## config.mk

```make
export PLATFORM = sky130hd
export DESIGN_NAME = sldn_top
export DESIGN_NICKNAME = d
export VERILOG_FILES = /design/src/sldn_pkg.sv /design/src/sldn_top.sv
export SDC_FILE = /design/constraint.sdc
export NUM_CORES = 1
export LEC_CHECK = 0
export BUFFER_PORTS_ARGS = -buffer_cell sky130_fd_sc_hd__buf_4
export CAP_MARGIN = 30
export CORE_MARGIN = 5
export CORE_UTILIZATION = 42
export DETAILED_ROUTE_END_ITERATION = 10
export PLACE_DENSITY = 0.65
export SYNTH_ARGS = -nofsm -noshare
export SYNTH_HDL_FRONTEND = slang
export SYNTH_SLANG_ARGS = --single-unit
```

## constraint.sdc

```tcl
create_clock -name clock_i -period 4 [get_ports clock_i]
set_input_delay 0.6 -clock clock_i [delete_from_list [all_inputs] [get_ports clock_i]]
set_output_delay 0.6 -clock clock_i [all_outputs]
set_load 0.01 [all_outputs]
```

## src/sldn_pkg.sv

```systemverilog
`default_nettype none

package sldn_pkg;

  // ************************************************************
  // clock and timing
  // ************************************************************
  localparam int CLK_KHZ         = 40000;
  localparam int FIN_MIN_KHZ     = 15250;
  localparam int FIN_MAX_KHZ     = 40000;
  localparam int SAMPLE_KHZ      = 250;
  localparam int WINDOW_US       = 1000;
  localparam int LOCKIN_KHZ      = 10;
  localparam int ACQ_TYPICAL_MS  = 5;
  localparam int SWEEP_HALF_MS   = 10;
  localparam int WINDOW_CYC      = WINDOW_US * (CLK_KHZ / 1000);
  localparam int SWEEP_HALF_CYC  = SWEEP_HALF_MS * CLK_KHZ;
  localparam int DIFF_LIMIT      = (LOCKIN_KHZ * WINDOW_US) / 1000;

  // ************************************************************
  // divider stages
  // ************************************************************
  localparam logic [3:0] DEC_LAST   = 4'h9;
  localparam logic [3:0] HEX_LAST   = 4'hF;
  localparam logic [3:0] ARM_UNITS  = 4'h5;
  localparam logic [3:0] ARM_HIGH_DIGIT_LINES   = 4'hF;
  localparam logic [3:0] STAGE_RST  = 4'h0;

  // preset counter, gray from idle through the four loads; the return to idle flips two bits
  typedef enum logic [2:0] {
    PS_IDLE  = 3'h0,
    PS_LOAD1 = 3'h1,
    PS_LOAD2 = 3'h3,
    PS_LOAD3 = 3'h2,
    PS_LOAD4 = 3'h6
  } sldn_preset_e;

  // ************************************************************
  // register port
  // ************************************************************
  localparam logic [1:0] REG_CTRL    = 2'h0;
  localparam logic [1:0] REG_STATUS  = 2'h1;
  localparam logic [1:0] REG_RATIO   = 2'h2;
  localparam logic [1:0] REG_DIFFCNT = 2'h3;
  localparam int CTRL_SWEEP_BIT      = 0;
  localparam int ST_UNLOCK_BIT       = 0;
  localparam int ST_FAULT_BIT        = 1;
  localparam int ST_HIGH_BIT         = 2;
  localparam int ST_LOW_BIT          = 3;
  localparam logic [7:0] RDATA_RST   = 8'h00;

endpackage

`default_nettype wire

```

## src/sldn_top.sv

```systemverilog
`default_nettype none


module sldn_top #(
  parameter int WINDOW_CYC     = sldn_pkg::WINDOW_CYC,
  parameter int SWEEP_HALF_CYC = sldn_pkg::SWEEP_HALF_CYC
) (
  input  wire logic       clock_i,
  input  wire logic       reset_n_i,
  input  wire logic [3:0] units_digit_i,
  input  wire logic [3:0] high_digit_lines_i,
  input  wire logic       ref_pulse_i,
  input  wire logic [1:0] other_unlock_i,
  input  wire logic [1:0] addr_i,
  input  wire logic [7:0] wdata_i,
  input  wire logic       wr_i,
  input  wire logic       rd_i,
  output logic [7:0]      rdata_o,
  output logic            sample_o,
  output logic            unlock_o,
  output logic            lock_fault_o,
  output logic            tune_high_o,
  output logic            tune_low_o
);

  // ************************************************************
  // divider state
  // ************************************************************
  // clock_i is the shaped input already inverted, so its rising
  // edge is the trailing edge of the mixed-down oscillator
  logic [3:0]             dec_stage;
  logic [3:0]             hex_stage;
  logic [3:0]             next_dec;
  logic [3:0]             next_hex;
  sldn_pkg::sldn_preset_e preset_state;
  sldn_pkg::sldn_preset_e next_preset;
  logic                   preset_stage_last_out;
  logic [7:0]             loaded_ratio;

  wire terminal_count_decode;
  wire count_stage_gate;
  wire dec_wrap;
  wire load_now;

  // decode is blocked once the preset counter leaves idle
  assign terminal_count_decode = (preset_state == sldn_pkg::PS_IDLE)
                                 && (dec_stage == sldn_pkg::ARM_UNITS)
                                 && (hex_stage == sldn_pkg::ARM_HIGH_DIGIT_LINES);
  assign count_stage_gate = (preset_state == sldn_pkg::PS_IDLE);
  assign dec_wrap = (dec_stage == sldn_pkg::DEC_LAST);
  assign load_now = terminal_count_decode;

  // ************************************************************
  // preset counter
  // ************************************************************
  // four load states give the preload time to settle before counting
  always_comb begin
    case (preset_state)
      sldn_pkg::PS_IDLE: begin
        next_preset = terminal_count_decode ? sldn_pkg::PS_LOAD1
                                            : sldn_pkg::PS_IDLE;
      end
      sldn_pkg::PS_LOAD1: begin
        next_preset = sldn_pkg::PS_LOAD2;
      end
      sldn_pkg::PS_LOAD2: begin
        next_preset = sldn_pkg::PS_LOAD3;
      end
      sldn_pkg::PS_LOAD3: begin
        next_preset = sldn_pkg::PS_LOAD4;
      end
      sldn_pkg::PS_LOAD4: begin
        next_preset = sldn_pkg::PS_IDLE;
      end
      default: begin
        next_preset = sldn_pkg::PS_IDLE;
      end
    endcase
  end

  // ************************************************************
  // count stages
  // ************************************************************
  // the one terminal compare picks load over count for every next value, which keeps the path
  // short enough for the top of the input band
  always_comb begin
    next_dec = dec_stage;
    next_hex = hex_stage;
    if (load_now) begin
      // units feed the decade, high_digit_lines the sixteen stage; 8-4-2-1 lines
      next_dec = units_digit_i;
      next_hex = high_digit_lines_i;
    end else if (count_stage_gate) begin
      if (dec_wrap) begin
        next_dec = sldn_pkg::STAGE_RST;
        next_hex = (hex_stage == sldn_pkg::HEX_LAST) ? sldn_pkg::STAGE_RST
                                                     : hex_stage + 4'h1;
      end else begin
        next_dec = dec_stage + 4'h1;
      end
    end
  end

  always_ff @(posedge clock_i) begin
    if (!reset_n_i) begin
      dec_stage    <= sldn_pkg::STAGE_RST;
      hex_stage    <= sldn_pkg::STAGE_RST;
      preset_state <= sldn_pkg::PS_IDLE;
    end else begin
      dec_stage    <= next_dec;
      hex_stage    <= next_hex;
      preset_state <= next_preset;
    end
  end

  always_ff @(posedge clock_i) begin
    if (!reset_n_i) begin
      preset_stage_last_out <= 1'b0;
    end else begin
      // one pulse per divide cycle, period 160 minus preload
      preset_stage_last_out <= (next_preset == sldn_pkg::PS_LOAD1);
    end
  end

  // readback keeps the digits really loaded, not those on the lines
  // now, so a change between two loads reaches software only at the next load
  always_ff @(posedge clock_i) begin
    if (!reset_n_i) begin
      loaded_ratio <= 8'h00;
    end else if (load_now) begin
      loaded_ratio <= {high_digit_lines_i, units_digit_i};
    end
  end

  assign sample_o = preset_stage_last_out;

  // ************************************************************
  // lock loss detector
  // ************************************************************
  logic                   ref_armed;
  logic                   samp_armed;
  logic                   dir_high;
  logic                   unlock;
  logic [15:0]            win_cnt;
  logic [7:0]             diff_cnt;
  logic                   saw_ref;
  logic                   saw_samp;
  logic                   test_sweep;
  logic                   sweep_dir;
  logic [19:0]            sweep_cnt;

  wire both_edges;
  wire ref_fast;
  wire samp_fast;
  wire diff_pulse;
  wire win_end;
  wire diff_over;
  wire sweep_turn;

  // a second reference with no sample between means the sample is
  // slow, and the reverse means it is fast
  assign both_edges = ref_pulse_i && preset_stage_last_out;
  assign ref_fast   = ref_pulse_i && ref_armed && !both_edges;
  assign samp_fast  = preset_stage_last_out && samp_armed && !both_edges;
  assign diff_pulse = ref_fast || samp_fast;
  assign win_end    = (win_cnt == 16'(WINDOW_CYC - 1));
  assign diff_over  = (diff_cnt > 8'(sldn_pkg::DIFF_LIMIT));
  assign sweep_turn = (sweep_cnt == 20'(SWEEP_HALF_CYC - 1));

  // a coincident pair disarms both sides, so neither counts as a slip
  always_ff @(posedge clock_i) begin
    if (!reset_n_i || both_edges) begin
      ref_armed <= 1'b0;
    end else begin
      ref_armed <= ref_pulse_i || (ref_armed && !preset_stage_last_out);
    end
  end

  always_ff @(posedge clock_i) begin
    if (!reset_n_i || both_edges) begin
      samp_armed <= 1'b0;
    end else begin
      samp_armed <= preset_stage_last_out || (samp_armed && !ref_pulse_i);
    end
  end

  // ************************************************************
  // difference integrator and comparator
  // ************************************************************
  // the comparator trips at the loop lock-in range; a window with no
  // reference or no sample at all also counts as unlocked
  always_ff @(posedge clock_i) begin
    if (!reset_n_i) begin
      win_cnt  <= 16'h0000;
      diff_cnt <= 8'h00;
      saw_ref  <= 1'b0;
      saw_samp <= 1'b0;
      unlock   <= 1'b1;
    end else if (win_end) begin
      win_cnt  <= 16'h0000;
      diff_cnt <= 8'h00;
      saw_ref  <= 1'b0;
      saw_samp <= 1'b0;
      unlock   <= diff_over || !saw_ref || !saw_samp;
    end else begin
      win_cnt  <= win_cnt + 16'h0001;
      if (diff_pulse && (diff_cnt != 8'hFF)) begin
        diff_cnt <= diff_cnt + 8'h01;
      end
      saw_ref  <= saw_ref || ref_pulse_i;
      saw_samp <= saw_samp || preset_stage_last_out;
      if (diff_over) begin
        unlock <= 1'b1;
      end
    end
  end

  // ************************************************************
  // coarse tune steering
  // ************************************************************
  // the window is well under the typical acquisition time, so the
  // sweep is lifted soon after the loop comes into capture range;
  // the direction keeps its last verdict while no slips arrive, so
  // steering does not flutter between windows
  always_ff @(posedge clock_i) begin
    if (!reset_n_i) begin
      dir_high <= 1'b0;
    end else if (ref_fast) begin
      dir_high <= 1'b1;
    end else if (samp_fast) begin
      dir_high <= 1'b0;
    end
  end

  // the counter is held clear while test sweep is off, so every sweep
  // starts with a full half period high
  always_ff @(posedge clock_i) begin
    if (!reset_n_i || !test_sweep) begin
      sweep_cnt <= 20'h00000;
      sweep_dir <= 1'b1;
    end else if (sweep_turn) begin
      sweep_cnt <= 20'h00000;
      sweep_dir <= !sweep_dir;
    end else begin
      sweep_cnt <= sweep_cnt + 20'h00001;
    end
  end

  always_ff @(posedge clock_i) begin
    if (!reset_n_i) begin
      tune_high_o <= 1'b0;
      tune_low_o  <= 1'b0;
    end else if (test_sweep) begin
      tune_high_o <= sweep_dir;
      tune_low_o  <= !sweep_dir;
    end else begin
      tune_high_o <= unlock && dir_high;
      tune_low_o  <= unlock && !dir_high;
    end
  end

  // the lamp is combinational so a fault of another loop shows at once
  assign unlock_o     = unlock;
  assign lock_fault_o = unlock || (|other_unlock_i);

  // ************************************************************
  // register port
  // ************************************************************
  wire       wr_ctrl;
  wire [7:0] status_val;
  wire [7:0] ctrl_val;
  logic [7:0] rd_mux;

  assign wr_ctrl    = wr_i && (addr_i == sldn_pkg::REG_CTRL);
  assign ctrl_val   = {7'h00, test_sweep};
  assign status_val = {4'h0, tune_low_o, tune_high_o, lock_fault_o, unlock};

  always_comb begin
    case (addr_i)
      sldn_pkg::REG_CTRL: begin
        rd_mux = ctrl_val;
      end
      sldn_pkg::REG_STATUS: begin
        rd_mux = status_val;
      end
      sldn_pkg::REG_RATIO: begin
        rd_mux = loaded_ratio;
      end
      sldn_pkg::REG_DIFFCNT: begin
        rd_mux = diff_cnt;
      end
      default: begin
        rd_mux = sldn_pkg::RDATA_RST;
      end
    endcase
  end

  always_ff @(posedge clock_i) begin
    if (!reset_n_i) begin
      test_sweep <= 1'b0;
    end else if (wr_ctrl) begin
      test_sweep <= wdata_i[sldn_pkg::CTRL_SWEEP_BIT];
    end
  end

  // read data fall back to zero between reads, so a stale word never
  // looks like an answer
  always_ff @(posedge clock_i) begin
    if (!reset_n_i) begin
      rdata_o <= sldn_pkg::RDATA_RST;
    end else begin
      rdata_o <= rd_i ? rd_mux : sldn_pkg::RDATA_RST;
    end
  end

endmodule

`default_nettype wire

```

# Word-level counts from Yosys, hierarchy flattened
# Cells that the tools add are included.
classes:
  addsub: 5
  magnitude_cmp: 1
  eq_ne: 13
  n_mux: 16
  bitwise_logic: 1
  reduce_logical: 43
op_table:
  columns: ["operator", "n"]
  rows:
  - ["$pmux 8 s4", 1]
  - ["$mux 4", 7]
  - ["$add 20x1->20 const B", 1]
  - ["$eq 20x19->1 const B", 1]
  - ["$add 16x1->16 const B", 1]
  - ["$eq 16x16->1 const B", 1]
  - ["$logic_and 1x1->1", 13]
  - ["$pmux 3 s4", 1]
  - ["$logic_or 1x1->1", 10]
  - ["$logic_not 1->1", 9]
  - ["$add 4x1->4 const B", 2]
  - ["$add 8x1->8 const B", 1]
  - ["$eq 4x4->1 const B", 2]
  - ["$gt 8x4->1 const B", 1]
  - ["$ne 8x8->1 const B", 1]
  - ["$reduce_bool 2->1", 4]
  - ["$mux 1", 7]
  - ["$eq 3x1->1 const B", 2]
  - ["$eq 3x2->1 const B", 2]
  - ["$reduce_or 2->1", 3]
  - ["$eq 2x2->1 const B", 2]
  - ["$eq 4x3->1 const B", 1]
  - ["$reduce_and 2->1", 2]
  - ["$logic_not 3->1", 1]
  - ["other kinds (3)", 3]
totals:
  ff_bits: 82
  inputBits: 25
  out_inout_bits: 13
  elab_cells: 98

# Depth between registers and ports, before layout
# Gate-level depths: netlist of the first run.
depth:
  depth_word: 6
  ltp_mapped: 6
  ltp_nobuf: 6

# Least setup slack after synthesis of the first run
# No wires, ideal clock.
synth_path:
  kind: "register to register"
  start: "register sweep_cnt[13]"
  end: "register sweep_cnt[10]"
  setup_ps: 115
  arrival_time_ps: 1798
  required_time_ps: 3885
  path_slack_ps: 2087
  path_stages_with_launch: 6
  path_buffers: 1
  synth_period_minus_slack_ps: 1913
  cell_sequence: "dfxtp_1 > or4_1 > or4_4 > o21ai_4 > buf_6 > nor2_1"
synth_between:
  elab_chain_len: 2
synth_lines:
  columns: ["item", "line", "rtl"]
  rows:
  - ["from (decl)", "sldn_top.sv:150", "logic [19:0] sweep_cnt;"]
  - ["from (signal assigned)", "sldn_top.sv:245", "sweep_cnt <= sweep_cnt + 20'h00001;"]
  - ["$eq 20x19->1", "sldn_top.sv:168", "assign sweep_turn = (sweep_cnt == 20'(SWEEP_HALF_CYC - 1));"]
  - ["$reduce_or 2->1 (no line)", null, null]
# No other way between the ends.
# A chain may end at the register's enable or synchronous reset.

# Worst setup path after layout of the first run
layout_path:
  start: "register sweep_cnt[13]"
  end: "register sweep_cnt[12]"
# The elaborated chain is that of the path after synthesis.

==> results.ini, run 1 <==
[synth]
syn_avg_cell_area_um2=8.61
synth_enable_flop_cells=0
synthTopCellsByCount=82 x dfxtp_1, 56 x nor2_1, 40 x nand2_1, 33 x a21oi_1, 22 x nand3_1
netlist.area_leader.share=0.455
synth_simple_gate_area_frac=0.292
synth_top_family_by_area=simple AND/OR/NAND/NOR gates
synthMuxAreaShare=0.0267
synthCells=419
async_flop_share=0
syn_area_um2=3610
synth_xor_area_frac=0.0631
synth.area.top_cells=dfxtp_1 46%, nor2_1 5.8%, a21oi_1 4.6%
ys_seq_area_frac=0.455
synth.most_common_cell=dfxtp_1
synth_ff_type=dfxtp_1
synth_area_leader_cell=dfxtp_1
synth_cell_type_count=48
syn_nets=449
synth-seq-cells=82
yosysWarnings=0
synth_compound_area_frac=0.122
synth_fa_ha_area_frac=0.0173

[die]
ios=38
core_um2=8300
dieArea_um2=10500
rows=33
die_x_um=103
dieHeight_um=103
start_util=0.435

[final_layout]
drive_gt1_frac=0.123
nNetsFinal=481
fin_util=0.495
antenna_cells=0
area_growth_pct=13.9

[cts]
ctsResizeCount=0
cts_root_buf=clkbuf_8
clock_latency_ns=0.35
cts_tree=done
cts.sinks=82
ctsHoldBuffers=0
h-tree-depth=3
clkTransAtPathRegs_ns=0.09
clockBufferDepth=2
cts_buffers=9
post-cts-setup-buffers=0

[timing]
fin_crit_sh=0.538
tns_ns=0
period_minus_slack_ns=2.15
final.setup_skew_ns=0.0137
timing.fmax_ghz=0.465
tightest_slew_ns=0.862
drv_slew=0
setup_viol=0
rsz0062_at_grt=no
hold_viol=0
slew_headroom=0.417

[detailed_routing]
drt_first_pass_iters=4
post-route-drc-count=0
avgViaCountPerCell=5.34
ant_nets=0
totalWireLength_um=7420
routedWlPerCell_um=13.2
vias=2995
drt-initial-drc-count=119

[global_routing]
grt_max_degree=24
grt_pass1_wl_um=12400
antenna_found_initial=0
grt_pass1_vias=2746
gr-total-overflow=0
track_usage=0.146

[setup_path]
path_cells=or4_1 > or4_4 > o21ai_4 > nor2_1
crit_family=simple AND/OR/NAND/NOR gates
reg2reg_from=sweep_cnt[13]
cp_max_fo=18
critPathRequiredTime_ns=4.22
crit_arrival_ns=2.37
worstSetupPathType=reg2reg
timing.critical_path.buf_inv=0
cpMaxStageDelayCell=or4_1
startpoint_type=flop
cpPeakStageDelay_ns=0.58
worstSetupStartpoint=sweep_cnt[13]
end_kind=flop

[run]
max_cap_viol_count=0

[placed_design]
io_buffers=30
detailed_place_hpwl_um=5320
place_congestion=0.781

[min_path]
hp-class=in2reg
min-delay-start=ref_pulse_i

[power]
p_per_area_nw_per_um2=357
ir_worst_vdd_v=0.000211
power.leakage_nw=1.41

[outcome]
outcome=finished clean

[worst register-to-register path: cells and delay by family, from the launching register on]
family	cells	cell delay [ns]
AND/OR/NAND/NOR	3	1.25
AO/OA/AOI/OAI	1	0.42
flip-flops	1	0.36
[logic make-up (layout without fill, tap and decap cells)]
family,Yosys count,count (layout)
multiplexers,8,8
AO/OA/AOI/OAI,71,71
XOR/XNOR,26,26
buffers and inverters,20,57
adder cells (fa/ha/maj),5,5
AND/OR/NAND/NOR,207,207
flip-flops,82,82
[registers in the layout (all words and copies together) (netlist names), 3 cells and up]
register	count
loaded_ratio	8
sweep_cnt	20
preset_state	3
rdata_o	8
hex_stage	4
diff_cnt	8
win_cnt	16
dec_stage	4
[layout by cell type, fill, tap and decap left out, types with 10 or more instances in the layout]
| master | Yosys | layout |
|---|---|---|
| dfxtp_1 | 82 | 82 |
| nor2_1 | 56 | 56 |
| nand2_1 | 40 | 40 |
| a21oi_1 | 33 | 33 |
| buf_4 | 0 | 31 |
| nand3_1 | 22 | 22 |
| xnor2_1 | 17 | 17 |
| nor3_1 | 14 | 14 |
| nand4_1 | 12 | 12 |
| o21ai_0 | 11 | 11 |
| inv_1 | 10 | 10 |
[where the power goes]
group / internal (W) / switching, W / leakage (nW)
combinational: 0.0000322 / 0.0000362 / 0.649
clock: 0.000239 / 0.000321 / 0.0969
sequential: 0.000827 / 0.0000131 / 0.664
[worst paths after layout]
check / to / slack [ns] / cells past startpoint
min: samp_armed / 0.46 / 2
min reg2reg: loaded_ratio[2] / 0.46 / 2
max reg2reg: sweep_cnt[12] / 1.85 / 4
max: sweep_cnt[12] / 1.85 / 4
[stage by stage]
step	power [W]	cells	cell area (µm²)	worst slack (ns)	hold WS, ns
global placement	0.000927	545	3930	1.88	0.442
finish	0.00147	561	4110	1.85	0.456
detailed placement	0.000928	545	3930	1.84	0.453
global route	0.00153	561	4110	1.74	0.450
floorplan	0.000897	419	3610	2.09	0.430
CTS	0.00148	561	4110	1.83	0.448
[layout make-up]
type                            count  area (µm²)
Sequential cell                    82        1640
Tap cell                          105         131
Timing Repair Buffer               31         233
Clock buffer                        9         124
Multi-Input combinational cell    317        1880
Clock inverter                      7        60.1
Inverter                           10        37.5
Fill cell                         804        4190
[per-layer routing]
layer | part of all wire | global-route usage | up-vias
li1 | - | - | 1556
met1 | 0.48 | 0.188 | 1389
met2 | 0.47 | 0.242 | 41
met3 | 0.042 | 0.0291 | 9
met4 | 0.013 | 0.0555 | 0
met5 | 0 | 0 | -
Power figures use the tool's default switching activity.
==> inputs of run 2 (changes only) <==
- clock period: 4 -> 2 ns (I/O delays scaled with it)
==> run 2 against run 1 <==
  * Sequential share of layout area decreased by 1.9 points
  * Design area increased by 4.9%
  * Flip-flop and latch count unchanged
  * Routed wire length increased by 2.9%
  * Non-clock buffer count increased by 13
  * Power increased by 130%
  * Setup slack got worse by 1.8 ns
  * Critical endpoint is now sweep_cnt[5]
  * Largest cell class unchanged
  * Highest routed layer unchanged
==> results.ini, run 2 (synthesis results as in run 1) <==
[outcome]
outcome=finished clean  ; unchanged

[timing]
tns_ns=0  ; unchanged
fin_crit_sh=0.954  ; was 0.538
setup_viol=0  ; unchanged
slew_headroom=0.546  ; was 0.417
period_minus_slack_ns=1.91  ; was 2.15 ns
hold_viol=0  ; unchanged
drv_slew=0  ; unchanged
tightest_slew_ns=0.681  ; was 0.862 ns
final.setup_skew_ns=0.00822  ; was 0.0137 ns
rsz0062_at_grt=no  ; unchanged
timing.fmax_ghz=0.524  ; was 0.465 GHz

[final_layout]
reg.largest.list=sweep_cnt x20, win_cnt x16  ; unchanged
nFillCells=772  ; was 804
nNetsFinal=494  ; was 481
top_register=sweep_cnt  ; unchanged
multi_input_area_um2=1880  ; unchanged
largest_register_ff_count=20  ; unchanged
final_common_cell=dfxtp_1  ; unchanged
finalInstanceArea_um2=4310  ; was 4110 µm²
area_growth_pct=19.5  ; was 13.9%
drive_gt1_frac=0.147  ; was 0.123
final_cell_mix=82 x dfxtp_1, 56 x nor2_1, 43 x buf_4, 40 x nand2_1, 33 x a21oi_1  ; was 82 x dfxtp_1, 56 x nor2_1, 40 x nand2_1, 33 x a21oi_1, 31 x buf_4
antenna_cells=0  ; unchanged
seq_area_um2=1640  ; unchanged

[die]
die_x_um=103  ; unchanged
dieArea_um2=10500  ; unchanged
core_um2=8300  ; unchanged
start_util=0.435  ; unchanged
ios=38  ; unchanged
dieHeight_um=103  ; unchanged
rows=33  ; unchanged

[setup_path]
crit_arrival_ns=2.15  ; was 2.37 ns
end_kind=flop  ; unchanged
worstSetupPathType=reg2reg  ; unchanged
critPathRequiredTime_ns=2.24  ; was 4.22 ns
startpoint_type=flop  ; unchanged
cp_max_fo=18  ; unchanged

[detailed_routing]
vias=3072  ; was 2995
routedWlPerCell_um=13.3  ; was 13.2 µm
drt_first_pass_iters=4  ; unchanged
avgViaCountPerCell=5.35  ; was 5.34
totalWireLength_um=7640  ; was 7420 µm
post-route-drc-count=0  ; unchanged
drt-initial-drc-count=110  ; was 119
ant_nets=0  ; unchanged

[power]
ir_worst_vdd_v=0.000383  ; was 0.000211 V
p_per_area_nw_per_um2=794  ; was 357 nW/µm²
power.leakage_nw=1.52  ; was 1.41 nW

[cts]
cts.sinks=82  ; unchanged
h-tree-depth=3  ; unchanged
cts_tree=done  ; unchanged
ctsHoldBuffers=0  ; unchanged
clock_latency_ns=0.35  ; about the same
cts_root_buf=clkbuf_8  ; unchanged
cts_buffers=9  ; unchanged
clkTransAtPathRegs_ns=0.09  ; about the same
clockBufferDepth=2  ; unchanged

[placed_design]
place_congestion=0.751  ; was 0.781
placedInstanceArea_um2=4030  ; was 3930 µm²
io_buffers=30  ; unchanged
detailed_place_hpwl_um=5480  ; was 5320 µm

[global_routing]
met1_usage=0.198  ; was 0.188
use_met3=0.0284  ; was 0.0291
grt_pass1_vias=2969  ; was 2746
grt_use_met2=0.268  ; was 0.242
gr-total-overflow=0  ; unchanged
antenna_found_initial=0  ; unchanged
grt_pass1_wl_um=13300  ; was 12400 µm
grt.busiest_layer=met2  ; unchanged
grt_max_degree=22  ; was 24
track_usage=0.158  ; was 0.146

[min_path]
hp-class=in2reg  ; unchanged

[run]
max_cap_viol_count=0  ; unchanged

-- run 2: cell count changes in the layout (fill, tap and decap cells not counted), sizes merged --
| cell | previous run | this run |
|---|---|---|
| buf | 31 | 44 |
| bufinv | 0 | 4 |
| clkbuf | 9 | 10 |
| inv | 15 | 10 |
-- run 2: critical path, cell delays in order, from the launching register on --
cell,delay [ns]
dfxtp_1,0.34
or4_1,0.53
or4_4,0.56
o21ai_4,0.16
buf_12,0.16
nor2_1,0.05
-- run 2: final cells by class --
cell class	instances	share of cell area
well taps	105	0.0305
flip-flops and latches	82	0.381
clock buffers	10	0.0319
multi-input cells	317	0.437
repair buffers	44	0.0795
inverters	10	0.00871
clock inverters	6	0.0319
-- run 2: report_power, final --
part	switching [W]	internal [W]	total, W
Combinational	0.0000740	0.0000690	0.000143
Clock	0.000607	0.000994	0.00160
Sequential	0.0000257	0.00165	0.00168
-- run 2: path summary, 6_finish.rpt --
kind                                       from              end  slack (ns)  depth (start not counted)
worst min register to register  loaded_ratio[2]  loaded_ratio[2]        0.46                          2
worst max register to register    sweep_cnt[16]     sweep_cnt[5]        0.09                          5
worst min-delay path                ref_pulse_i       samp_armed        0.17                          2
worst max-delay path              sweep_cnt[16]     sweep_cnt[5]        0.09                          5
-- run 2: per-stage QoR --
stage | setup slack (ns) | hold WS [ns] | utilization | power (W) | cells
2_1_floorplan | 0.0872 | 0.379 | - | 0.00179 | 419
3_3_place_gp | 0.119 | 0.443 | 0.485 | 0.00186 | 557
3_5_place_dp | 0.104 | 0.448 | 0.485 | 0.00186 | 557
4_1_cts | 0.0864 | 0.148 | 0.519 | 0.00347 | 573
5_1_grt | 0.00772 | 0.161 | 0.520 | 0.00357 | 574
6_report | 0.0928 | 0.166 | 0.520 | 0.00342 | 574
-- run 2: timing repair --
action / 4_1_cts / 5_1_grt
endpoints found under the setup margin: 0 / 1
buffers inserted: 0 / 1
gates resized for setup: 0 / 0
-- run 2: per-layer routing --
metal | wire (µm) | vias to the layer above
li1 | - | 1585
met1 | 3560 | 1416
met2 | 3580 | 59
met3 | 364 | 12
met4 | 133 | 0
met5 | 0 | -
==> inputs of run 3 (changes only) <==
- CORE_UTILIZATION: 42 -> 55
- PLACE_DENSITY: 0.65 -> 0.8
- SLEW_MARGIN: default -> 25
==> run 3 against run 2 <==
  * Design area fell by 2.4%
  * Largest power group unchanged
  * Core utilization grew 14 points
  * Worst hold slack got worse by 0.0076 ns
  * Combinational power barely moved
  * Largest cell class unchanged
  * Critical endpoint is now sweep_cnt[8]
  * First-iteration DRC count up 33%
  * Via count increased by 2.8%
  * Critical path type unchanged
  * Power down 8.7%
  * Critical path depth unchanged
  * Flip-flop and latch count unchanged
==> results.ini, run 3 (synthesis results as in run 1) <==
[outcome]
outcome=finished clean  ; unchanged

[die]
core_um2=6350  ; was 8300 µm²
start_util=0.568  ; was 0.435
die_x_um=91.0  ; was 103 µm
rows=29  ; was 33
dieHeight_um=91.0  ; was 103 µm
dieArea_um2=8280  ; was 10500 µm²
ios=38  ; unchanged

[detailed_routing]
ant_nets=0  ; unchanged
routedWlPerCell_um=14.4  ; was 13.3 µm
drt_first_pass_iters=4  ; unchanged
vias=3158  ; was 3072
avgViaCountPerCell=5.81  ; was 5.35
post-route-drc-count=0  ; unchanged
totalWireLength_um=7830  ; was 7640 µm
drt-initial-drc-count=146  ; was 110

[cts]
ctsHoldBuffers=0  ; unchanged
clock_latency_ns=0.35  ; about the same
clkTransAtPathRegs_ns=0.08  ; was 0.09 ns
h-tree-depth=3  ; unchanged
cts_buffers=9  ; unchanged
cts.sinks=82  ; unchanged
post-cts-setup-buffers=0  ; unchanged
ctsResizeCount=0  ; unchanged
clockBufferDepth=2  ; unchanged
cts_root_buf=clkbuf_8  ; unchanged
cts_tree=done  ; unchanged

[final_layout]
final_cell_mix=82 x dfxtp_1, 56 x nor2_1, 41 x buf_4, 40 x nand2_1, 33 x a21oi_1  ; was 82 x dfxtp_1, 56 x nor2_1, 43 x buf_4, 40 x nand2_1, 33 x a21oi_1
seq_area_um2=1640  ; unchanged
top_register=sweep_cnt  ; unchanged
largest_register_ff_count=20  ; unchanged
nFillCells=514  ; was 772
reg.largest.list=sweep_cnt x20, win_cnt x16  ; unchanged
area_growth_pct=16.6  ; was 19.5%
multi_input_area_um2=1890  ; was 1880 µm²
nNetsFinal=492  ; was 494
final_common_cell=dfxtp_1  ; unchanged
drive_gt1_frac=0.146  ; was 0.147
antenna_cells=0  ; unchanged

[placed_design]
io_buffers=30  ; unchanged
place_ws_ns=0.113  ; was 0.104 ns
place_congestion=0.880  ; was 0.751
detailed_place_hpwl_um=5570  ; was 5480 µm

[setup_path]
crit_arrival_ns=2.14  ; was 2.15 ns
cp.depth=5  ; unchanged
worstSetupPathType=reg2reg  ; unchanged
r2r_cells=5  ; unchanged
critPathRequiredTime_ns=2.24  ; about the same
cpMaxStageDelayCell=or4_4  ; unchanged
startpoint_type=flop  ; unchanged
timing.critical_path.buf_inv=1  ; unchanged
path_cells=or4_1 > or4_4 > o21ai_4 > buf_12 > nor2_1  ; unchanged
cp_max_fo=18  ; unchanged
end_kind=flop  ; unchanged
cpPeakStageDelay_ns=0.55  ; was 0.56 ns
crit_family=simple AND/OR/NAND/NOR gates  ; unchanged

[timing]
setup_viol=0  ; unchanged
rsz0062_at_grt=no  ; unchanged
slew_headroom=0.567  ; was 0.546
fin_crit_sh=0.949  ; was 0.954
tightest_slew_ns=0.649  ; was 0.681 ns
hold_viol=0  ; unchanged
timing.fmax_ghz=0.527  ; was 0.524 GHz
drv_slew=0  ; unchanged
period_minus_slack_ns=1.90  ; was 1.91 ns
tns_ns=0  ; unchanged
final.setup_skew_ns=0.00762  ; was 0.00822 ns
finalWorstSetupSlack_ns=0.101  ; was 0.0928 ns

[power]
power.leakage_nw=1.48  ; was 1.52 nW
clkPwrFrac=0.416  ; was 0.468
seq_power_share=0.538  ; was 0.491
swShare=0.225  ; was 0.206
p_int_w=0.00242  ; was 0.00272 W
p_per_area_nw_per_um2=743  ; was 794 nW/µm²
comb_power_share=0.046  ; was 0.042
switching_power_w=0.000704  ; was 0.000707 W
ir_worst_vdd_v=0.000617  ; was 0.000383 V

[global_routing]
antenna_found_initial=0  ; unchanged
grt_pass1_wl_um=13600  ; was 13300 µm
grt_max_degree=22  ; unchanged
gr-total-overflow=0  ; unchanged
grt_pass1_vias=3090  ; was 2969
track_usage=0.196  ; was 0.158

[min_path]
hp-class=in2reg  ; unchanged
hold_depth=2  ; unchanged

[run]
max_cap_viol_count=0  ; unchanged

-- run 3: cell count changes in the layout (fill, tap and decap cells not counted), sizes merged --
cell      change
buf           -2
bufinv        -2
clkinvlp      +2
clkbuf        -1
clkinv        +1
-- run 3: final cells by class --
type                            count  share of cell area
Sequential cell                    82               0.390
Clock inverter                      7              0.0223
Clock buffer                        9              0.0294
Multi-Input combinational cell    317               0.448
Timing Repair Buffer               42              0.0779
Tap cell                           77              0.0229
Inverter                           10             0.00892
-- run 3: stage by stage --
step	area, µm²	hold WS, ns	utilization	instances	power [W]
2_1_floorplan	3610	0.379	-	419	0.00179
5_1_grt	4210	0.144	0.663	544	0.00326
3_3_place_gp	3990	0.445	0.628	528	0.00186
6_report	4210	0.158	0.663	544	0.00313
3_5_place_dp	3990	0.447	0.628	528	0.00186
4_1_cts	4200	0.141	0.662	544	0.00315
-- run 3: power groups by stage --
stage                     Clock [W]  Combinational, W  Sequential [W]
after global placement            0          0.000140         0.00172
after floorplan                   0         0.0000830         0.00171
after detailed placement          0          0.000144         0.00172
after global routing        0.00141          0.000161         0.00169
after CTS                   0.00133          0.000145         0.00168
final                       0.00130          0.000144         0.00168
-- run 3: worst reg2reg max path, delay by kind of cell (launching register included) --
kind	cells	cell delay, ns
compound gates	1	0.16
buf+inv	1	0.16
flops	1	0.35
simple gates	3	1.12
-- run 3: final timing paths --
| check | from | end | slack (ns) |
|---|---|---|---|
| setup / recovery | sweep_cnt[16] | sweep_cnt[8] | 0.10 |
| hold / removal | ref_pulse_i | samp_armed | 0.16 |
| setup reg to reg | sweep_cnt[16] | sweep_cnt[8] | 0.10 |
| hold reg to reg | loaded_ratio[0] | loaded_ratio[0] | 0.46 |
-- run 3: per-layer routing --
layer,up-vias,track usage,part of all wire
met1,1468,0.236,0.42
li1,1581,-,-
met2,90,0.335,0.50
met4,0,0.0575,0.019
met5,-,0,0
met3,19,0.0645,0.057
